==> src/design/ssm_pkg.sv <==
/*
 * Shared constants and types for the successive-approximation sequencer
 * and its serial-master readout, used by both ends of the link.
 * Assumes a 200 MHz core clock on both ends; times are converted to cycles here.
 */
package ssm_pkg;

    // Result width and the decision that carries the error correction.
    localparam int RESULT_BITS   = 12;
    localparam int CORR_DECISION = 10;

    // Core clock period.
    localparam int CLK_PERIOD_NS = 5;

    // One bit decision; the tenth one then lands 10.5 us into the conversion.
    localparam int DECISION_NS  = 1050;
    localparam int DECISION_CYC = DECISION_NS / CLK_PERIOD_NS;
    // The correction check takes the first half of the tenth decision.
    localparam int CHECK_CYC    = DECISION_CYC / 2;

    // Quarter of a serial bit: least setup and hold around each clock edge.
    localparam int SCLK_QUARTER_NS  = 150;
    localparam int SCLK_QUARTER_CYC = (SCLK_QUARTER_NS + CLK_PERIOD_NS - 1) / CLK_PERIOD_NS;

    // Host side: least low time of the start strobe, and the wait for busy.
    localparam int START_LOW_NS   = 100;
    localparam int START_LOW_CYC  = (START_LOW_NS + CLK_PERIOD_NS - 1) / CLK_PERIOD_NS;
    localparam int BUSY_WAIT_NS   = 2000;
    localparam int BUSY_WAIT_CYC  = BUSY_WAIT_NS / CLK_PERIOD_NS;

    // Values after reset.
    localparam logic [RESULT_BITS-1:0] RESULT_RST = 12'h000;
    localparam logic                   MASTER_SEL = 1'b0;

    typedef enum logic [1:0] {
        DEV_IDLE = 2'b01,
        DEV_CONVERSION_START_N = 2'b10
    } ssm_dev_state_t;

    typedef enum logic [3:0] {
        HOST_IDLE      = 4'b0001,
        HOST_PULSE     = 4'b0010,
        HOST_WAIT_LOW  = 4'b0100,
        HOST_WAIT_HIGH = 4'b1000
    } ssm_host_state_t;

endpackage

==> src/design/ssm_link_if.sv <==
/*
 * Pins between the converter sequencer and the host acting as serial slave.
 * Assumes the converter drives the serial clock; no wire here is shared or three-state.
 */
`timescale 1ns/1ps
`default_nettype none

interface ssm_link_if;
    logic conversion_start_n;   // Active-low start, host to converter.
    logic clock_source_select;  // Low selects internal serial clock.
    logic busy;                 // Low while converting; host slave select.
    logic serial_clock;         // Serial clock made by the converter.
    logic serial_result_out;    // Result bits, most significant first.

    modport dev (
        input  conversion_start_n,
        input  clock_source_select,
        output busy,
        output serial_clock,
        output serial_result_out
    );

    modport host (
        output conversion_start_n,
        output clock_source_select,
        input  busy,
        input  serial_clock,
        input  serial_result_out
    );
endinterface

`default_nettype wire

==> src/design/ssm_sar_device.sv <==
/*
 * Converter end: sequences the bit decisions of one conversion and, in
 * master mode, shifts the previous result out on its own serial clock.
 * Assumes an external comparator answers i_cmp_high within one decision
 * period for the value shown on o_trial, and that the host keeps the
 * start and mode pins quiet late in a conversion.
 */
// Function
// - Twelve decisions per conversion, most significant first.
// - Trial value is resolved bits plus tested bit.
// - Clear tested bit when trial exceeds input.
// - Tenth decision corrects earlier errors, later none.
// - Tenth decision about 10 to 11 us in.
// - Host keeps inputs static late in conversion.
// - Host may raise start anytime, early preferred.
// - Select low makes converter serial master.
// - Busy is low during a conversion.
// - Busy falling starts shifting previous result.
// - Serial clock idles low, data stable both edges.
// - Host slave select is tied to busy.
// - Host is sole 12-bit serial slave.
`timescale 1ns/1ps
`default_nettype none

module ssm_sar_device #(
    parameter int WIDTH     = ssm_pkg::RESULT_BITS,       // Result width.
    parameter int DEC_CYC   = ssm_pkg::DECISION_CYC,      // Cycles per decision.
    parameter int CHECK_CYC = ssm_pkg::CHECK_CYC,         // Correction check cycles.
    parameter int QTR_CYC   = ssm_pkg::SCLK_QUARTER_CYC   // Serial quarter bit cycles.
) (
    input  wire logic             i_clock,         // Internal core clock.
    input  wire logic             i_rst,           // Synchronous reset, high.
    ssm_link_if.dev               lnk,             // Pins toward the host.
    output logic [WIDTH-1:0]      o_trial,         // Trial value for comparator.
    input  wire logic             i_cmp_high,      // Trial exceeds sampled input.
    output logic [WIDTH-1:0]      o_result,        // Last finished result.
    output logic                  o_result_valid   // Pulse when a result lands.
);

    localparam int IW = $clog2(WIDTH);
    localparam int TW = $clog2(DEC_CYC + 1);
    localparam int QW = $clog2(QTR_CYC + 1);
    localparam logic [IW-1:0] LAST_IDX = IW'(WIDTH - 1);
    localparam logic [IW-1:0] CORR_IDX = IW'(ssm_pkg::CORR_DECISION - 1);

    // One-hot mask of the bit tested in decision idx, counted from the MSB.
    function automatic logic [WIDTH-1:0] bit_of(input logic [IW-1:0] idx);
        logic [WIDTH-1:0] one;
        one    = WIDTH'(1);
        bit_of = one << (LAST_IDX - idx);
    endfunction

    // Saturating add, so a correction never wraps a near-full code to zero.
    function automatic logic [WIDTH-1:0] sat_add(input logic [WIDTH-1:0] a,
                                                 input logic [WIDTH-1:0] b);
        logic [WIDTH:0] s;
        s       = {1'b0, a} + {1'b0, b};
        sat_add = s[WIDTH] ? {WIDTH{1'b1}} : s[WIDTH-1:0];
    endfunction

    // Correction step is one unit of the ninth decision's weight.
    localparam logic [WIDTH-1:0] CORR_STEP = bit_of(IW'(ssm_pkg::CORR_DECISION - 2));

    logic                   conversion_start_n_meta_reg;
    logic                   conversion_start_n_sync_reg;
    logic                   conversion_start_n_last_reg;
    logic                   sel_meta_reg;
    logic                   sel_sync_reg;
    ssm_pkg::ssm_dev_state_t state_reg;
    logic [IW-1:0]          dec_idx_reg;
    logic [TW-1:0]          tick_reg;
    logic                   check_done_reg;
    logic [WIDTH-1:0]       resolved_reg;
    logic [WIDTH-1:0]       resolved_next;
    logic [WIDTH-1:0]       trial_reg;
    logic [WIDTH-1:0]       trial_next;
    logic                   busy_reg;
    logic [WIDTH-1:0]       result_reg;
    logic                   result_valid_reg;
    logic                   sh_active_reg;
    logic [WIDTH-1:0]       sh_word_reg;
    logic [IW-1:0]          sh_bit_reg;
    logic [1:0]             sh_qtr_reg;
    logic [QW-1:0]          sh_tick_reg;
    logic                   sclk_reg;
    logic                   serial_result_out_reg;
    logic                   launch;
    logic                   is_corr;
    logic                   check_end;
    logic                   dec_end;
    logic                   last_dec;
    logic [TW-1:0]          dec_limit;
    logic                   qtr_end;

    // Pins come from the host's clock domain, so two flops before any use.
    always_ff @(posedge i_clock) begin
        if (i_rst) begin
            conversion_start_n_meta_reg <= 1'b1;
            conversion_start_n_sync_reg <= 1'b1;
            conversion_start_n_last_reg <= 1'b1;
            sel_meta_reg  <= 1'b1;
            sel_sync_reg  <= 1'b1;
        end else begin
            conversion_start_n_meta_reg <= lnk.conversion_start_n;
            conversion_start_n_sync_reg <= conversion_start_n_meta_reg;
            conversion_start_n_last_reg <= conversion_start_n_sync_reg;
            sel_meta_reg  <= lnk.clock_source_select;
            sel_sync_reg  <= sel_meta_reg;
        end
    end

    // A falling start edge launches only from idle; the strobe may rise at any time.
    assign launch   = (state_reg == ssm_pkg::DEV_IDLE) && conversion_start_n_last_reg && !conversion_start_n_sync_reg;
    assign is_corr  = (dec_idx_reg == CORR_IDX);
    assign last_dec = (dec_idx_reg == LAST_IDX);
    // The tenth decision is split, so its decide half is shortened to keep timing.
    assign dec_limit = (is_corr && check_done_reg) ? TW'(DEC_CYC - CHECK_CYC - 1)
                                                   : TW'(DEC_CYC - 1);
    assign check_end = (state_reg == ssm_pkg::DEV_CONVERSION_START_N) && is_corr && !check_done_reg
                       && (tick_reg == TW'(CHECK_CYC - 1));
    assign dec_end   = (state_reg == ssm_pkg::DEV_CONVERSION_START_N) && !check_end
                       && (tick_reg == dec_limit);

    // Conversion sequencer.
    always_ff @(posedge i_clock) begin
        if (i_rst) begin
            state_reg <= ssm_pkg::DEV_IDLE;
        end else begin
            case (state_reg)
                ssm_pkg::DEV_IDLE: begin
                    if (launch) begin
                        state_reg <= ssm_pkg::DEV_CONVERSION_START_N;
                    end
                end
                ssm_pkg::DEV_CONVERSION_START_N: begin
                    if (dec_end && last_dec) begin
                        state_reg <= ssm_pkg::DEV_IDLE;
                    end
                end
                default: begin
                    state_reg <= ssm_pkg::DEV_IDLE;
                end
            endcase
        end
    end

    // Decision index and timing within a decision.
    always_ff @(posedge i_clock) begin
        if (i_rst || launch) begin
            tick_reg       <= '0;
            dec_idx_reg    <= '0;
            check_done_reg <= 1'b0;
        end else if (check_end) begin
            tick_reg       <= '0;
            check_done_reg <= 1'b1;
        end else if (dec_end) begin
            tick_reg       <= '0;
            check_done_reg <= 1'b0;
            if (!last_dec) begin
                dec_idx_reg <= IW'(dec_idx_reg + 1'b1);
            end
        end else if (state_reg == ssm_pkg::DEV_CONVERSION_START_N) begin
            tick_reg <= TW'(tick_reg + 1'b1);
        end
    end

    // Resolved bits and the next trial value, decided at the end of each period.
    always_comb begin
        resolved_next = resolved_reg;
        trial_next    = trial_reg;
        if (launch) begin
            resolved_next = '0;
            trial_next    = bit_of('0);
        end else if (check_end) begin
            // Check value at or below the input: earlier bits came out one step low.
            if (!i_cmp_high) begin
                resolved_next = trial_reg;
            end
            trial_next = resolved_next | bit_of(dec_idx_reg);
        end else if (dec_end) begin
            if (!i_cmp_high) begin
                resolved_next = resolved_reg | bit_of(dec_idx_reg);
            end
            if (!last_dec) begin
                if (IW'(dec_idx_reg + 1'b1) == CORR_IDX) begin
                    trial_next = sat_add(resolved_next, CORR_STEP);
                end else begin
                    trial_next = resolved_next | bit_of(IW'(dec_idx_reg + 1'b1));
                end
            end
        end
    end

    always_ff @(posedge i_clock) begin
        if (i_rst) begin
            resolved_reg <= '0;
            trial_reg    <= '0;
        end else begin
            resolved_reg <= resolved_next;
            trial_reg    <= trial_next;
        end
    end

    // Busy and the finished result.
    always_ff @(posedge i_clock) begin
        if (i_rst) begin
            busy_reg         <= 1'b1;
            result_reg       <= ssm_pkg::RESULT_RST;
            result_valid_reg <= 1'b0;
        end else begin
            result_valid_reg <= 1'b0;
            if (launch) begin
                busy_reg <= 1'b0;
            end else if (dec_end && last_dec) begin
                busy_reg         <= 1'b1;
                result_reg       <= resolved_next;
                result_valid_reg <= 1'b1;
            end
        end
    end

    // Serial master. Each bit spends four quarters: low, high, high, low, so
    // data changing at the bit start is a quarter clear of both edges.
    assign qtr_end = (sh_tick_reg == QW'(QTR_CYC - 1));

    always_ff @(posedge i_clock) begin
        if (i_rst) begin
            sh_active_reg <= 1'b0;
            sh_word_reg   <= '0;
            sh_bit_reg    <= '0;
            sh_qtr_reg    <= 2'h0;
            sh_tick_reg   <= '0;
            sclk_reg      <= 1'b0;
            serial_result_out_reg     <= 1'b0;
        end else if (launch && (sel_sync_reg == ssm_pkg::MASTER_SEL)) begin
            // Previous result leaves while the new one is being decided.
            sh_active_reg <= 1'b1;
            sh_word_reg   <= result_reg;
            serial_result_out_reg     <= result_reg[WIDTH-1];
            sh_bit_reg    <= '0;
            sh_qtr_reg    <= 2'h0;
            sh_tick_reg   <= '0;
            sclk_reg      <= 1'b0;
        end else if (sh_active_reg) begin
            sh_tick_reg <= qtr_end ? '0 : QW'(sh_tick_reg + 1'b1);
            if (qtr_end) begin
                sh_qtr_reg <= 2'(sh_qtr_reg + 1'b1);
                sclk_reg   <= (sh_qtr_reg == 2'h0) || (sh_qtr_reg == 2'h1);
                if (sh_qtr_reg == 2'h3) begin
                    if (sh_bit_reg == LAST_IDX) begin
                        sh_active_reg <= 1'b0;
                    end else begin
                        sh_bit_reg  <= IW'(sh_bit_reg + 1'b1);
                        sh_word_reg <= {sh_word_reg[WIDTH-2:0], 1'b0};
                        serial_result_out_reg   <= sh_word_reg[WIDTH-2];
                    end
                end
            end
        end
    end

    // Host keeps quiet late in a conversion; nothing here guards against noise.
    assign lnk.busy              = busy_reg;
    assign lnk.serial_clock      = sclk_reg;
    assign lnk.serial_result_out = serial_result_out_reg;
    assign o_trial               = trial_reg;
    assign o_result              = result_reg;
    assign o_result_valid        = result_valid_reg;

endmodule

`default_nettype wire

==> src/flat_wrapper.sv <==
// flat-port wrapper written by rule: the top's interface ports become plain ports
module ssm_sar_device_flat 
#(
    parameter int WIDTH     = ssm_pkg::RESULT_BITS,                       
    parameter int DEC_CYC   = ssm_pkg::DECISION_CYC,                             
    parameter int CHECK_CYC = ssm_pkg::CHECK_CYC,                                    
    parameter int QTR_CYC   = ssm_pkg::SCLK_QUARTER_CYC                                
)
  (i_clock, i_rst, o_trial, i_cmp_high, o_result, o_result_valid, lnk_conversion_start_n, lnk_clock_source_select, lnk_busy, lnk_serial_clock, lnk_serial_result_out);
  ssm_link_if lnk_i ();
  input  wire logic i_clock;
  input  wire logic i_rst;
  output logic [WIDTH-1:0] o_trial;
  input  wire logic i_cmp_high;
  output logic [WIDTH-1:0] o_result;
  output logic o_result_valid;
  input wire logic [$bits(lnk_i.conversion_start_n)-1:0] lnk_conversion_start_n;
  input wire logic [$bits(lnk_i.clock_source_select)-1:0] lnk_clock_source_select;
  output wire logic [$bits(lnk_i.busy)-1:0] lnk_busy;
  output wire logic [$bits(lnk_i.serial_clock)-1:0] lnk_serial_clock;
  output wire logic [$bits(lnk_i.serial_result_out)-1:0] lnk_serial_result_out;
  assign lnk_i.conversion_start_n = lnk_conversion_start_n;
  assign lnk_i.clock_source_select = lnk_clock_source_select;
  assign lnk_busy = lnk_i.busy;
  assign lnk_serial_clock = lnk_i.serial_clock;
  assign lnk_serial_result_out = lnk_i.serial_result_out;
  ssm_sar_device #(.WIDTH(WIDTH), .DEC_CYC(DEC_CYC), .CHECK_CYC(CHECK_CYC), .QTR_CYC(QTR_CYC)) u_core (.i_clock(i_clock), .i_rst(i_rst), .lnk(lnk_i), .o_trial(o_trial), .i_cmp_high(i_cmp_high), .o_result(o_result), .o_result_valid(o_result_valid));
endmodule
==> config.mk <==
export PLATFORM = sky130hd
export DESIGN_NAME = ssm_sar_device_flat
export DESIGN_NICKNAME = d
export VERILOG_FILES = /design/src/design/ssm_pkg.sv /design/src/design/ssm_link_if.sv /design/src/design/ssm_sar_device.sv /design/src/flat_wrapper.sv
export SDC_FILE = /design/constraint.sdc
export NUM_CORES = 1
export LEC_CHECK = 0
export BUFFER_PORTS_ARGS = -buffer_cell sky130_fd_sc_hd__buf_2
export CORE_MARGIN = 3
export CORE_UTILIZATION = 39
export DETAILED_ROUTE_END_ITERATION = 12
export SYNTH_ARGS = -nofsm -noshare
export SYNTH_HDL_FRONTEND = slang
export SYNTH_SLANG_ARGS = --single-unit
==> constraint.sdc <==
create_clock -name i_clock -period 3.7 [get_ports i_clock]
set_input_delay 0.555 -clock i_clock [delete_from_list [all_inputs] [get_ports i_clock]]
set_output_delay 0.555 -clock i_clock [all_outputs]
set_load 0.02 [all_outputs]
Word level (Yosys, flattened, before mapping)
Cells that the tools add are included.
{"block": "totals", "output_inout_bits": 28, "elab_cells": 130, "reg_bits": 83}
{"block": "classes", "bitwise": 8, "addsub": 8, "muxes": 41, "eq_ne": 16, "n_reduce_logical": 33, "shift": 2}
{"cell": "2-to-1 mux 12 bit", "n": 16}
{"cell": "2-to-1 mux 11 bit", "n": 5}
{"cell": "bitwise OR 12 bit", "n": 3}
{"cell": "left shift 1 x 4 -> 12 bit (first input constant)", "n": 2}
{"cell": "equality test 4 bit (second input constant)", "n": 4}
{"cell": "2-to-1 mux 1 bit", "n": 15}
{"cell": "adder 12 x 4 -> 13 bit (second input constant)", "n": 1}
{"cell": "logical AND 1 bit", "n": 10}
{"cell": "AND reduction 2 bit", "n": 5}
{"cell": "nonzero test 2 bit", "n": 5}
{"cell": "adder 4 x 1 -> 4 bit (second input constant)", "n": 2}
{"cell": "adder 8 x 1 -> 8 bit (second input constant)", "n": 1}
{"cell": "equality test 8 x 7 -> 1 bit (second input constant)", "n": 1}
{"cell": "equality test 8 bit", "n": 1}
{"cell": "2-to-1 mux 8 bit", "n": 1}
{"cell": "AND reduction 4 bit", "n": 2}
{"cell": "subtractor 4 bit (first input constant)", "n": 2}
{"cell": "!= test 2 x 1 -> 1 bit (second input constant)", "n": 3}
{"cell": "adder 5 x 1 -> 5 bit (second input constant)", "n": 1}
{"cell": "equality test 5 bit (second input constant)", "n": 1}
{"cell": "2-to-1 mux 5 bit", "n": 1}
{"cell": "NOT 1 bit", "n": 5}
{"cell": "equality test 2 x 1 -> 1 bit (second input constant)", "n": 2}
{"cell": "equality test 2 bit (second input constant)", "n": 2}
{"cell": "other kinds (12)", "n": 17}

Depth between registers and ports, before layout
{"block": "depth", "word_depth": 17, "depth_mapped": 13, "depth_no_buf": 11}

Least setup slack after synthesis
Ideal clock, no wire load.
{"block": "synth_path", "path_type": "register -> register", "from": "register u_core.dec_idx_reg[2]", "to": "register u_core.trial_reg[9] (netlist: u_core.o_trial[9])", "arrival_ns": 2.704, "setup_ns": 0.070, "n_path_buf": 2, "path_stages_with_launch": 14, "slack_ns": 0.926, "path_cell_list": "dfxtp_1 > buf_2 > inv_1 > ha_1 > clkbuf_1 > nor2_1 > a31oi_1 > inv_1 > ha_1 > nand2_1 > nor4_1 > nand2_1 > mux2_2 > a21oi_1"}
{"block": "synth_via", "elab_chain_cells": 13, "elab_cells_between_ends": 33, "classes_between": "add/sub (4); eq/ne (5); shift (2); mux (10); bitwise (3); reduce/logical (9)"}
{"element": "from (decl)", "line_no": "ssm_sar_device.sv:70", "rtl": "logic [IW-1:0] dec_idx_reg;"}
{"element": "from (signal assigned)", "line_no": "ssm_sar_device.sv:160", "rtl": "dec_idx_reg <= IW'(dec_idx_reg + 1'b1);"}
{"element": "subtractor 4 bit", "line_no": "ssm_sar_device.sv:50", "rtl": "bit_of = one << (LAST_IDX - idx);"}
{"element": "left shift 1 x 4 -> 12 bit", "line_no": "ssm_sar_device.sv:50"}
{"element": "bitwise OR 12 bit", "line_no": "ssm_sar_device.sv:182", "rtl": "resolved_next = resolved_reg | bit_of(dec_idx_reg);"}
{"element": "2-to-1 mux 12 bit", "line_no": "ssm_sar_device.sv:181", "rtl": "if (!i_cmp_high) begin"}
{"element": "2-to-1 mux 12 bit", "line_no": "ssm_sar_device.sv:180", "rtl": "end else if (dec_end) begin"}
{"element": "2-to-1 mux 12 bit", "line_no": "ssm_sar_device.sv:174", "rtl": "end else if (check_end) begin"}
{"element": "2-to-1 mux 12 bit", "line_no": "ssm_sar_device.sv:171", "rtl": "if (launch) begin"}
{"element": "adder 12 x 4 -> 13 bit", "line_no": "ssm_sar_device.sv:57", "rtl": "s = {1'b0, a} + {1'b0, b};"}
{"element": "2-to-1 mux 12 bit", "line_no": "ssm_sar_device.sv:58", "rtl": "sat_add = s[WIDTH] ? {WIDTH{1'b1}} : s[WIDTH-1:0];"}
{"element": "2-to-1 mux 12 bit", "line_no": "ssm_sar_device.sv:185", "rtl": "if (IW'(dec_idx_reg + 1'b1) == CORR_IDX) begin"}
{"element": "2-to-1 mux 12 bit", "line_no": "ssm_sar_device.sv:184", "rtl": "if (!last_dec) begin"}
{"element": "2-to-1 mux 12 bit", "line_no": "ssm_sar_device.sv:180"}
{"element": "2-to-1 mux 12 bit", "line_no": "ssm_sar_device.sv:174"}
{"element": "to (signal assigned)", "line_no": "ssm_sar_device.sv:200", "rtl": "trial_reg <= trial_next;"}
{"element": "to (decl)", "line_no": "ssm_sar_device.sv:75", "rtl": "logic [WIDTH-1:0] trial_reg;"}
Several ways; a longest one is shown, not always the timed one. The select of a mux whose other input is x is not followed.
A chain may end at the register's enable or synchronous reset.

Worst setup path after layout
Ends and elaborated chain as after synthesis.

==> results.md <==
* Status: finished clean
* Crit. End Element: register
* All-Layer GR Usage at 18.2%
* Diode count at 0
* Post-Synthesis Cells at 497
* H-tree depth at 3
* Total Power at 1600 uW
* VDD IR-drop max at 160 uV
* Synth Flop Type: dfxtp_1
* Max incr delay on CP at 0.71 ns
* Comb power frac at 3.0%
* CTS Sinks at 83
* Share of cells above drive strength 1 at between 10% and 20%
* Port bufs at 32
* WL/cell at between 15 and 20 um
* Post-synth EDFFs at 0
* Register bit total from synthesis at 83
* Fin util at 45.2%
* Root buf cell: clkbuf_8
* Largest net degree at the start of global routing at 29
* Seq pwr share at ~56%
* Top cells by area, synth: dfxtp_1 (39%), ha_1 (5.2%), nor2_1 (5.1%), mux2i_1 (4.7%), a211oi_1 (4.4%)
* # Post-CTS Setup Buffers at 0
* Met1 WL at 5.15 mm
* # setup viols final at 0
* CTS tree: built
* Die Area at 12300 um^2
* Mean Syn Cell Area at 8.64 um^2
* Sw frac at 23.5%
* Clock group share of total power at around two fifths
* Hold_buf cts at 0
* Fin Setup TNS at 0 ns
* Unrepaired setup endpoints after global routing: no
* Clock slew at reported path FFs at 0.09 ns
* Worst min path class: input pin to register
* Yosys top cell area share at 38.7%
* Crit Path Category: register to register
* Area delta synth->final at 10.6%
* Io pins at 33
* Most common cell on crit path: a21oi_1
* Clock Latency Late Sink at 0.36 ns
* First-pass GRT wire length at 18.4 mm
* Final Max Slew Viols at 0
* Core area at 10500 um^2
* Die Y at 111 um
* Die W at 111 um
* DR top layer: met4
* Worst EP arrival at approximately 3.6 ns
* Slew headroom at 27.6%
* Overflow after GRT at 0
* Clock Path Buffers at 2
* Fmax at 306 MHz
* Nets at 540
* Library cells used by synthesis at 62
* P_leak at 0.00194 uW
* Net Switching at 378 uW
* Starting Density at 40.9%
* Slew @ Worst Pin at 1.07 ns
* Int Pwr at between 1000 and 1500 uW
* Core Rows at 37
* WL final at 11.2 mm
* CP Cell Sequence: inv_1 -> ha_1 -> nor2b_1 -> a21oi_1 -> nor4_1 -> nand2_1 -> mux2_2 -> a21oi_1
* Met3 WL post-DR at 632 um
* Period utilization at 88.3%
* # Max-Cap Violations at 0
* Syn nets at 520
* Vias in the first global route at 3612
* Routed vias at 3773
* CP Launch Type: register
* Post-cts repair resize count at 0
* Routed wl met2 at 5.22 mm
* PwrDens at roughly 340 nW/um^2
* Asr flop ratio synth at 0%
* Data required time of the worst path at 4.00 ns
* Sequential area share after synthesis at 38.7%
* Initial antenna violation count at 0
* RePlAce Congestion at 0.933
* Clock Skews at 0.0107 ns
* Drt first-iter violations at 382
* Synthesized area at 4290 um^2
* Vias per cell at between 5 and 6
* Placed wire-length estimate at 8.23 mm
* Critical Path Fanout Max at 10
* Min Tclk post-route at 3.27 ns
* Slowest stage cell on the critical path: nor4_1
* Final hold viol count at 0
* Synthesis warning total at 0
* Remaining DRCs at 0
* Yosys top cell by area: dfxtp_1
* Num CTS Buffers at 9
* Post-route ant nets at 0
* Drt pass-1 iters at 5
power groups by stage:
stage	Clock [uW]	Combinational, uW	Sequential [uW]
CTS	677	47.3	902
global route	704	52.3	903
global placement	0	46.7	923
floorplan	0	35.9	923
detailed placement	0	47.5	923
finish	654	47.6	902
layer usage:
metal / GRT usage (%) / up-vias
met1: 23.7 / 1785
met2: 29.2 / 116
met3: 4.59 / 21
met4: 6.65 / 0
met5: 0 / -
li1: - / 1851
kinds of logic (layout without fill, tap and decap cells):
family,Yosys count,after routing,synth area share [%]
flip-flops,83,83,38.7
buffers and inverters,45,70,4.31
XOR/XNOR,17,17,3.47
AO/OA/AOI/OAI,135,135,21.4
multiplexers,23,23,5.45
adder cells (fa/ha/maj),18,18,5.24
AND/OR/NAND/NOR,176,176,21.5
worst max-delay path, delay by kind of cell, from the launching register on:
kind	cells	cell delay (ns)
AOI/OAI and AO/OA	2	0.46
muxes	1	0.30
and+or+nand+nor	3	1.40
DFF	1	0.52
buffers and inverters	1	0.11
adders and majority gates	1	0.42
cells in the final DEF, fill, tap and decap left out, types with 5 or more instances in the layout:
master / instances
nand2_1: 34
xor2_1: 10
dfxtp_1: 83
a31oi_1: 9
nor2b_1: 8
o21ai_0: 17
nor3_1: 7
buf_4: 8
nor2_1: 58
nand2b_1: 5
nand3_1: 11
a21oi_1: 34
xnor2_1: 7
or2_2: 8
ha_1: 18
and2_1: 6
nand4_1: 5
a211oi_1: 25
buf_2: 32
o2bb2ai_1: 7
o22ai_1: 5
a221oi_1: 5
and3_1: 6
inv_1: 13
mux2i_1: 20
clkbuf_8: 9
a21o_1: 5
synth_stat cells (6+ instances only):
master	instances
a31oi_1	9
o2bb2ai_1	7
a21oi_1	34
nor3_1	7
nor2b_1	8
inv_1	13
xnor2_1	7
buf_2	7
dfxtp_1	83
a211oi_1	25
clkbuf_1	23
nand3_1	11
nor2_1	58
and3_1	6
xor2_1	10
mux2i_1	20
or2_2	8
and2_1	6
o21ai_0	17
ha_1	18
nand2_1	34
layout make-up:
class	count	area, um^2
fill	995	5760
multi-input combinational	369	2450
sequential	83	1660
timing repair buffer	40	220
tap	136	170
clock buffer	10	128
clock inverter	6	65.1
inverter	14	52.6
stage by stage:
stage	worst slack, ns	hold WS, ns	instance area [um^2]	std cells
after global placement	0.647	0.395	4560	642
final	0.433	0.368	4750	658
after detailed placement	0.533	0.393	4560	642
after CTS	0.511	0.349	4750	658
after floorplan	0.926	0.389	4290	497
after global routing	0.163	0.358	4750	658
worst paths after layout:
check,from,endpoint,slack [ns],cells after the start
worst min-delay path,lnk_conversion_start_n,u_core.conversion_start_n_meta_reg,0.37,2
worst max-delay path,u_core.dec_idx_reg[2],u_core.o_trial[9],0.43,8
worst max register to register,u_core.dec_idx_reg[2],u_core.o_trial[9],0.43,8
worst min register to register,u_core.conversion_start_n_meta_reg,u_core.conversion_start_n_sync_reg,0.41,1
Power figures use the tool's default switching activity.
